### config.mk
export PLATFORM = sky130hd
export DESIGN_NAME = synth_divider_config_port
export DESIGN_NICKNAME = d
export VERILOG_FILES = /design/src/core/pin_sync.v /design/src/core/synth_divider_config_port.v
export VERILOG_INCLUDE_DIRS = /design/src /design/src/inc
export SDC_FILE = /design/constraint.sdc
export NUM_CORES = 1
export LEC_CHECK = 0
export BUFFER_PORTS_ARGS = -buffer_cell sky130_fd_sc_hd__buf_2
export CAP_MARGIN = 10
export CORE_MARGIN = 3
export CORE_UTILIZATION = 55
export CTS_CLUSTER_SIZE = 28
export DETAILED_ROUTE_END_ITERATION = 8
export GPL_TIMING_DRIVEN = 0
export PLACE_DENSITY = 0.72
export SLEW_MARGIN = 40
export SYNTH_ARGS = -nofsm -noshare
export SYNTH_HDL_FRONTEND = slang
export SYNTH_SLANG_ARGS = --single-unit
export TNS_END_PERCENT = 30
### constraint.sdc
create_clock -name clk_sys -period 5.04 [get_ports clk_sys]
set_clock_uncertainty 0.2 [all_clocks]
set_input_delay 0.504 -clock clk_sys [delete_from_list [all_inputs] [get_ports clk_sys]]
set_output_delay 0.504 -clock clk_sys [all_outputs]
set_load 0.01 [all_outputs]
### src/inc/synth_cfg_map.vh
`ifndef SYNTH_CFG_MAP_VH
`define SYNTH_CFG_MAP_VH
// ==========================================
// Register indexes
`define IDX_DIV_LOW 8'h00
`define IDX_DIV_HIGH 8'h01
`define IDX_COMMAND 8'hf0
// ==========================================
// Command codes, low nibble only
`define CMD_STEP_UP 4'h1
`define CMD_STEP_DOWN 4'h2
`define CMD_APPLY 4'h4
`define CMD_READBACK 4'h8
// ==========================================
// Slave address fixed part
`define SLAVE_ADDR_FIXED 5'h16
// ==========================================
// High register field positions
`define HI_FB_MSB 7
`define HI_FB_LSB 6
`define HI_OUTA_MSB 5
`define HI_OUTA_LSB 3
`define HI_OUTB_BIT 2
`define HI_REF_BIT 1
`define HI_LOCK_BIT 0
// ==========================================
// Edge detector reset level of the serial pins
`define LINE_IDLE 1'b1
`endif

### src/core/pin_sync.v
`timescale 1ns/10ps
// ==========================================
// Two-stage synchroniser, one per bit
module pin_sync #(
    parameter WIDTH = 1
) (
    input wire clk_sys,
    input wire [WIDTH-1:0] async_in,
    output wire [WIDTH-1:0] sync_out
);
    genvar i;
    generate
        for (i = 0; i < WIDTH; i = i + 1) begin : g_bit
            reg meta;
            reg stable;
            always @(posedge clk_sys) begin
                meta <= async_in[i];
                stable <= meta;
            end
            assign sync_out[i] = stable;
        end
    endgenerate
endmodule // pin_sync

### src/core/synth_divider_config_port.v
`timescale 1ns/10ps
`include "synth_cfg_map.vh"
module synth_divider_config_port (
    input wire clk_sys,
    input wire srst,
    input wire scl_in,
    input wire sda_in,
    output reg sda_oe,
    output reg sda_out,
    input wire addr_sel_hi,
    input wire addr_sel_lo,
    input wire pin_config_mode_n,
    input wire [9:0] pin_feedback_div,
    input wire [2:0] pin_output_a_divider,
    input wire pin_output_b_half_select,
    input wire pin_ref_half_select,
    input wire loop_locked,
    output reg [9:0] active_feedback_div,
    output reg [2:0] active_output_a_divider,
    output reg active_output_b_half_select,
    output reg active_ref_half_select
);
    // ==========================================
    // Input synchronisation
    wire [19:0] sync_bus;
    pin_sync #(.WIDTH(20)) u_sync (
        .clk_sys(clk_sys),
        .async_in({scl_in, sda_in, addr_sel_hi, addr_sel_lo,
                   pin_config_mode_n, pin_feedback_div,
                   pin_output_a_divider, pin_output_b_half_select,
                   pin_ref_half_select}),
        .sync_out(sync_bus)
    );
    wire scl_s = sync_bus[19];
    wire sda_s = sync_bus[18];
    wire [1:0] addr_sel_s = sync_bus[17:16];
    wire serial_mode = sync_bus[15];
    wire [14:0] pin_cfg = sync_bus[14:0];

    // ==========================================
    // Lock pin synchronisation
    wire lock_s;
    pin_sync #(.WIDTH(1)) u_lock_sync (
        .clk_sys(clk_sys),
        .async_in(loop_locked),
        .sync_out(lock_s)
    );

    // ==========================================
    // Bus line edge detection
    reg scl_d;
    reg sda_d;
    always @(posedge clk_sys) begin
        if (srst) begin
            scl_d <= `LINE_IDLE;
            sda_d <= `LINE_IDLE;
        end else begin
            scl_d <= scl_s;
            sda_d <= sda_s;
        end
    end
    wire scl_rise = scl_s & ~scl_d;
    wire scl_fall = ~scl_s & scl_d;
    wire start_cond = scl_s & scl_d & sda_d & ~sda_s;
    wire stop_cond = scl_s & scl_d & ~sda_d & sda_s;

    // ==========================================
    // Serial engine states
    localparam ST_IDLE = 3'd0;
    localparam ST_ADDR = 3'd1;
    localparam ST_INDEX = 3'd2;
    localparam ST_DATA = 3'd3;
    localparam ST_ACK = 3'd4;
    localparam ST_SEND = 3'd5;
    localparam ST_MACK = 3'd6;

    reg [2:0] state;
    reg [2:0] after_ack;
    reg [7:0] shift;
    reg [2:0] bit_cnt;
    reg [7:0] index;
    reg read_sel;
    reg [7:0] div_low;
    reg [7:1] div_high;

    // ==========================================
    // Byte framing and read data
    wire [7:0] rx_byte = {shift[6:0], sda_s};
    wire [7:0] high_view = {div_high, lock_s};
    wire [7:0] tx_byte = read_sel ? high_view : div_low;

    // Byte just completed on this rising clock edge
    wire byte_done = scl_rise & (bit_cnt == 3'd7);
    wire wr_data = (state == ST_DATA) && byte_done;
    wire cmd_write = wr_data && (index == `IDX_COMMAND)
                     && serial_mode;
    wire [3:0] cmd_code = rx_byte[3:0];

    always @(posedge clk_sys) begin
        if (srst) begin
            state <= ST_IDLE;
            after_ack <= ST_IDLE;
            shift <= 8'h00;
            bit_cnt <= 3'd0;
            index <= 8'h00;
            read_sel <= 1'b0;
            sda_oe <= 1'b0;
            sda_out <= 1'b0;
        end else if (start_cond) begin
            state <= ST_ADDR;
            bit_cnt <= 3'd0;
            sda_oe <= 1'b0;
        end else if (stop_cond) begin
            state <= ST_IDLE;
            sda_oe <= 1'b0;
        end else begin
            case (state)
                ST_IDLE: begin
                    sda_oe <= 1'b0;
                end
                ST_ADDR, ST_INDEX, ST_DATA: begin
                    if (scl_rise) begin
                        shift <= rx_byte;
                        bit_cnt <= bit_cnt + 3'd1;
                    end
                    if (byte_done) begin
                        state <= ST_ACK;
                        if (state == ST_ADDR) begin
                            if (rx_byte[7:1] ==
                                {`SLAVE_ADDR_FIXED, addr_sel_s}) begin
                                after_ack <= rx_byte[0] ? ST_SEND
                                             : ST_INDEX;
                                read_sel <= 1'b0;
                            end else begin
                                state <= ST_IDLE;
                            end
                        end else if (state == ST_INDEX) begin
                            index <= rx_byte;
                            after_ack <= ST_DATA;
                        end else begin
                            after_ack <= ST_INDEX;
                        end
                    end
                end
                ST_ACK: begin
                    // Drive ack low from the falling edge for one bit
                    if (scl_fall && !sda_oe) begin
                        sda_oe <= 1'b1;
                        sda_out <= 1'b0;
                    end else if (scl_fall && sda_oe) begin
                        sda_oe <= 1'b0;
                        bit_cnt <= 3'd0;
                        state <= after_ack;
                        if (after_ack == ST_SEND) begin
                            sda_oe <= ~tx_byte[7];
                            sda_out <= 1'b0;
                            shift <= {tx_byte[6:0], 1'b0};
                        end
                    end
                end
                ST_SEND: begin
                    // Open drain: only a zero is driven
                    if (scl_fall) begin
                        bit_cnt <= bit_cnt + 3'd1;
                        if (bit_cnt == 3'd7) begin
                            sda_oe <= 1'b0;
                            state <= ST_MACK;
                        end else begin
                            sda_oe <= ~shift[7];
                            shift <= {shift[6:0], 1'b0};
                        end
                    end
                end
                ST_MACK: begin
                    if (scl_rise) begin
                        if (sda_s) begin
                            state <= ST_IDLE;
                        end else begin
                            read_sel <= ~read_sel;
                        end
                    end else if (scl_fall) begin
                        bit_cnt <= 3'd0;
                        state <= ST_SEND;
                        sda_oe <= ~tx_byte[7];
                        shift <= {tx_byte[6:0], 1'b0};
                    end
                end
                default: begin
                    state <= ST_IDLE;
                    sda_oe <= 1'b0;
                end
            endcase
        end
    end

    // ==========================================
    // Configuration registers and active dividers
    wire [14:0] active_cfg = {active_feedback_div, active_output_a_divider,
                              active_output_b_half_select,
                              active_ref_half_select};
    // Both registers in active divider order, lock bit left out
    wire [14:0] reg_image = {div_high[7:6], div_low, div_high[5:1]};
    wire [9:0] next_fb_up = active_feedback_div + 10'h001;
    wire [9:0] next_fb_down = active_feedback_div - 10'h001;
    reg serial_d;
    reg cfg_init;
    // Pins rule at reset release and all through pin mode
    wire pin_load = cfg_init || !serial_mode;
    // No serial data in the first cycle after leaving pin mode
    wire serial_write = wr_data && serial_d;

    // ==========================================
    // Mode tracking
    always @(posedge clk_sys) begin
        if (srst) begin
            serial_d <= 1'b0;
            cfg_init <= 1'b1;
        end else begin
            serial_d <= serial_mode;
            cfg_init <= 1'b0;
        end
    end

    // ==========================================
    // Configuration registers
    always @(posedge clk_sys) begin
        if (srst) begin
            div_low <= 8'h00;
            div_high <= 7'h00;
        end else if (pin_load) begin
            div_low <= pin_cfg[12:5];
            div_high <= {pin_cfg[14:13], pin_cfg[4:0]};
        end else if (serial_write) begin
            // Contents persist across transfers
            if (index == `IDX_DIV_LOW) begin
                div_low <= rx_byte;
            end else if (index == `IDX_DIV_HIGH) begin
                div_high <= rx_byte[7:1];
            end else if (cmd_write && (cmd_code == `CMD_READBACK)) begin
                div_low <= active_cfg[12:5];
                div_high <= {active_cfg[14:13], active_cfg[4:0]};
            end
        end
    end

    // ==========================================
    // Active dividers
    always @(posedge clk_sys) begin
        if (srst) begin
            active_feedback_div <= 10'h000;
            active_output_a_divider <= 3'h0;
            active_output_b_half_select <= 1'b0;
            active_ref_half_select <= 1'b0;
        end else if (pin_load) begin
            {active_feedback_div, active_output_a_divider,
             active_output_b_half_select,
             active_ref_half_select} <= pin_cfg;
        end else if (serial_write && cmd_write) begin
            // Register writes never reach here
            case (cmd_code)
                `CMD_STEP_UP: begin
                    active_feedback_div <= next_fb_up;
                end
                `CMD_STEP_DOWN: begin
                    active_feedback_div <= next_fb_down;
                end
                `CMD_APPLY: begin
                    {active_feedback_div, active_output_a_divider,
                     active_output_b_half_select,
                     active_ref_half_select} <= reg_image;
                end
                default: begin
                    // Readback and undefined codes keep the dividers
                    active_feedback_div <= active_feedback_div;
                end
            endcase
        end
    end
endmodule // synth_divider_config_port

==> reports/qor.yml <==
outcome:
  outcome: "completed"
yosys:
  netlist_top_cells_area: "dfxtp_1 (42%), mux2i_1 (9.1%), nand2_1 (3.7%), mux2_2 (3.4%), o21ai_0 (3.0%)"
  synth_fp_nets: 565
  yosys_warnings: 0
  synth_top_area_share_pct: 41.5
  syn_area_per_cell_um2: 9.26
  synth-seq-cells: 103
  synth_top_area_cell: "dfxtp_1"
  synthArstFlopShare_pct: 0
  ys_seq_area_share_pct: 41.5
  synth.most_common_cell: "dfxtp_1"
  synth_edf_count: 0
  syn_inst: 536
  synth.distinct_cells: 77
  syn_area_um2: 4970
  yosys_most_used_dff: "dfxtp_1"
  synth_common_cells: "dfxtp_1 (103), nand2_1 (49), mux2i_1 (45), nor2_1 (36), o21ai_0 (30)"
timing:
  fin_crit_sh_pct: 63.4
  hold_viol: 0
  finalCriticalPeriod_ps: 3200
  setup_viol: 0
  setup_tns_ps: 0
  maxSlewHeadroom_pct: 45.4
  holdWs_ps: 17.9
  slew_violations: 0
  timing.fmax_mhz: 313
  rsz0062_at_grt: "false"
  tightest_slew_ps: 812
clock_network:
  clk_latency_ps: 380
  cts_resized: 0
  cts_sinks: 103
  cts-root-buf: "clkbuf_8"
  clk_pin_slew_ps: 110
  hold_buffers: 0
  clockBufferDepth: 2
  cts_made_buffers: 9
  cts_tree: "done"
  cts_setup_buffers: 0
  h-tree-depth: 3
global_routing:
  antenna_found_initial: 0
  grt_pass1_vias: 4136
  grt_first_pass_wirelength_um: 21500
  grt-ovfl-total: 0
  grt_start_max_net_pins: 22
  track_usage_pct: 27.1
setup_path:
  cp_data_arrival_time_ps: 3280
  required_ps: 5120
  cp_max_fo: 10
  crit_type: "flip-flop to flip-flop"
  critPathCaptureType: "flip-flop"
  start_kind: "flip-flop"
pwr:
  p_leak_uw: 0.00209
  power_density_nw_per_um2: 284
  ir_worst_vdd_v: 0.000194
placement:
  place.gp.congestion: 0.938
  portBuffers: 38
  dp_hpwl_um: 9790
die:
  io_pins: 40
  die_area_um2: 10200
  die_h_um: 101
  start_util_pct: 56.7
  std_cell_rows: 34
  die_w_um: 101
  core_area_um2: 8760
cells_and_area:
  drive_gt1_share_pct: 17.9
  diodes: 0
  fillers: 784
  nNetsFinal: 616
  area_delta_synth_final_pct: 11.4
route:
  firstDrtPassIters: 6
  drt-total-wl_um: 13600
  wire_per_inst_um: 19.4
  drt_iter0_markers: 364
  avgViaCountPerCell: 6.34
  dr_total_vias: 4435
  remaining_drc_errors: 0
  ant_nets: 0
run:
  cap_viol_max_count: 0
hold_path:
  hold_path.class: "input pin to flip-flop"
layout by cell type, fill, tap and decap left out, types with 4 or more instances in the layout:
master,n
o211ai_1,10
buf_2,48
a221oi_1,5
a31oi_1,5
ha_1,6
nor4_1,4
xnor2_1,4
dfxtp_1,103
nand2_1,49
mux2_2,15
a21oi_1,14
nand4_1,7
clkbuf_8,9
nand3_1,18
o22ai_1,15
inv_1,12
nor3_1,12
nand2b_1,4
nor2_1,36
nor2b_1,5
a21o_1,5
clkbuf_1,26
or3_1,6
mux2i_1,45
o21ai_0,30
and4_1,4
a311oi_1,7
where the power goes:
part	internal [uW]	leakage (uW)	switching, uW
Combinational	62.8	0.00113	99.7
Clock	201	0.000104	328
Sequential	851	0.000855	25.8
Total	1110	0.00209	454
state kept, by name (all words and copies together) (netlist names), 3 cells and up:
register / flops
active_output_a_divider: 3
u_sync.g_bit.stable: 20
index: 8
after_ack: 3
active_feedback_div: 10
u_sync.g_bit.meta: 20
state: 3
div_low: 8
bit_cnt: 3
div_high: 7
shift: 8
cells by family (layout without fill, tap and decap cells):
logic type / after synthesis / after routing / share of synthesized area (%)
AO/OA/AOI/OAI: 128 / 128 / 18.6
XOR/XNOR: 7 / 7 / 1.23
adder cells (fa/ha/maj): 6 / 6 / 1.51
buffers and inverters: 54 / 110 / 4.94
flip-flops: 103 / 103 / 41.5
multiplexers: 60 / 60 / 12.5
other: 1 / 1 / 0.0755
AND/OR/NAND/NOR: 177 / 177 / 19.7
final cells by class:
| type | count | area, um^2 | share of cell area [%] |
|---|---|---|---|
| Timing Repair Buffer | 40 | 210 | 3.80 |
| Multi-Input combinational cell | 379 | 2670 | 48.2 |
| Clock inverter | 7 | 86.3 | 1.56 |
| Clock buffer | 9 | 124 | 2.24 |
| Inverter | 12 | 45.0 | 0.814 |
| Tap cell | 108 | 135 | 2.44 |
| Sequential cell | 103 | 2060 | 37.3 |
| Buffer | 42 | 200 | 3.62 |
critical path, stage by stage (launching register included):
cell and delay, ps:
dfxtp_1 320, buf_6 140, or4b_4 580, buf_6 170, xnor2_1 130, ha_1 260
nor3_1 250, a41oi_1 200, a2111oi_0 410, o221ai_1 170, a221oi_1 280
metal layers:
layer	GRT usage, %	wire [um]
met1	38.1	6210
met2	41.9	6200
met3	5.81	959
met4	8.38	198
met5	0	0
worst paths after layout:
kind         slack, ps  depth (start not counted)                                   to                             from
max reg2reg       1840                         10  active_feedback_div[8]$_SDFFE_PP0P_  u_sync.g_bit[18].stable$_DFF_P_
min reg2reg        130                          0      u_sync.g_bit[19].stable$_DFF_P_    u_sync.g_bit[19].meta$_DFF_P_
max               1840                         10  active_feedback_div[8]$_SDFFE_PP0P_  u_sync.g_bit[18].stable$_DFF_P_
min                 20                          1        u_sync.g_bit[16].meta$_DFF_P_                      addr_sel_lo
per-stage QoR:
stage,area [um^2],power [uW],std cells,worst slack (ps),utilization (%)
after global placement,5290,1050,682,2000,60.4
after global routing,5530,1630,700,1580,63.1
final,5530,1570,700,1840,63.1
after floorplan,4970,994,536,2260,-
after detailed placement,5300,1050,682,1880,60.5
after CTS,5510,1570,698,1850,62.9
Note: power is estimated with default switching activity, not from simulation.
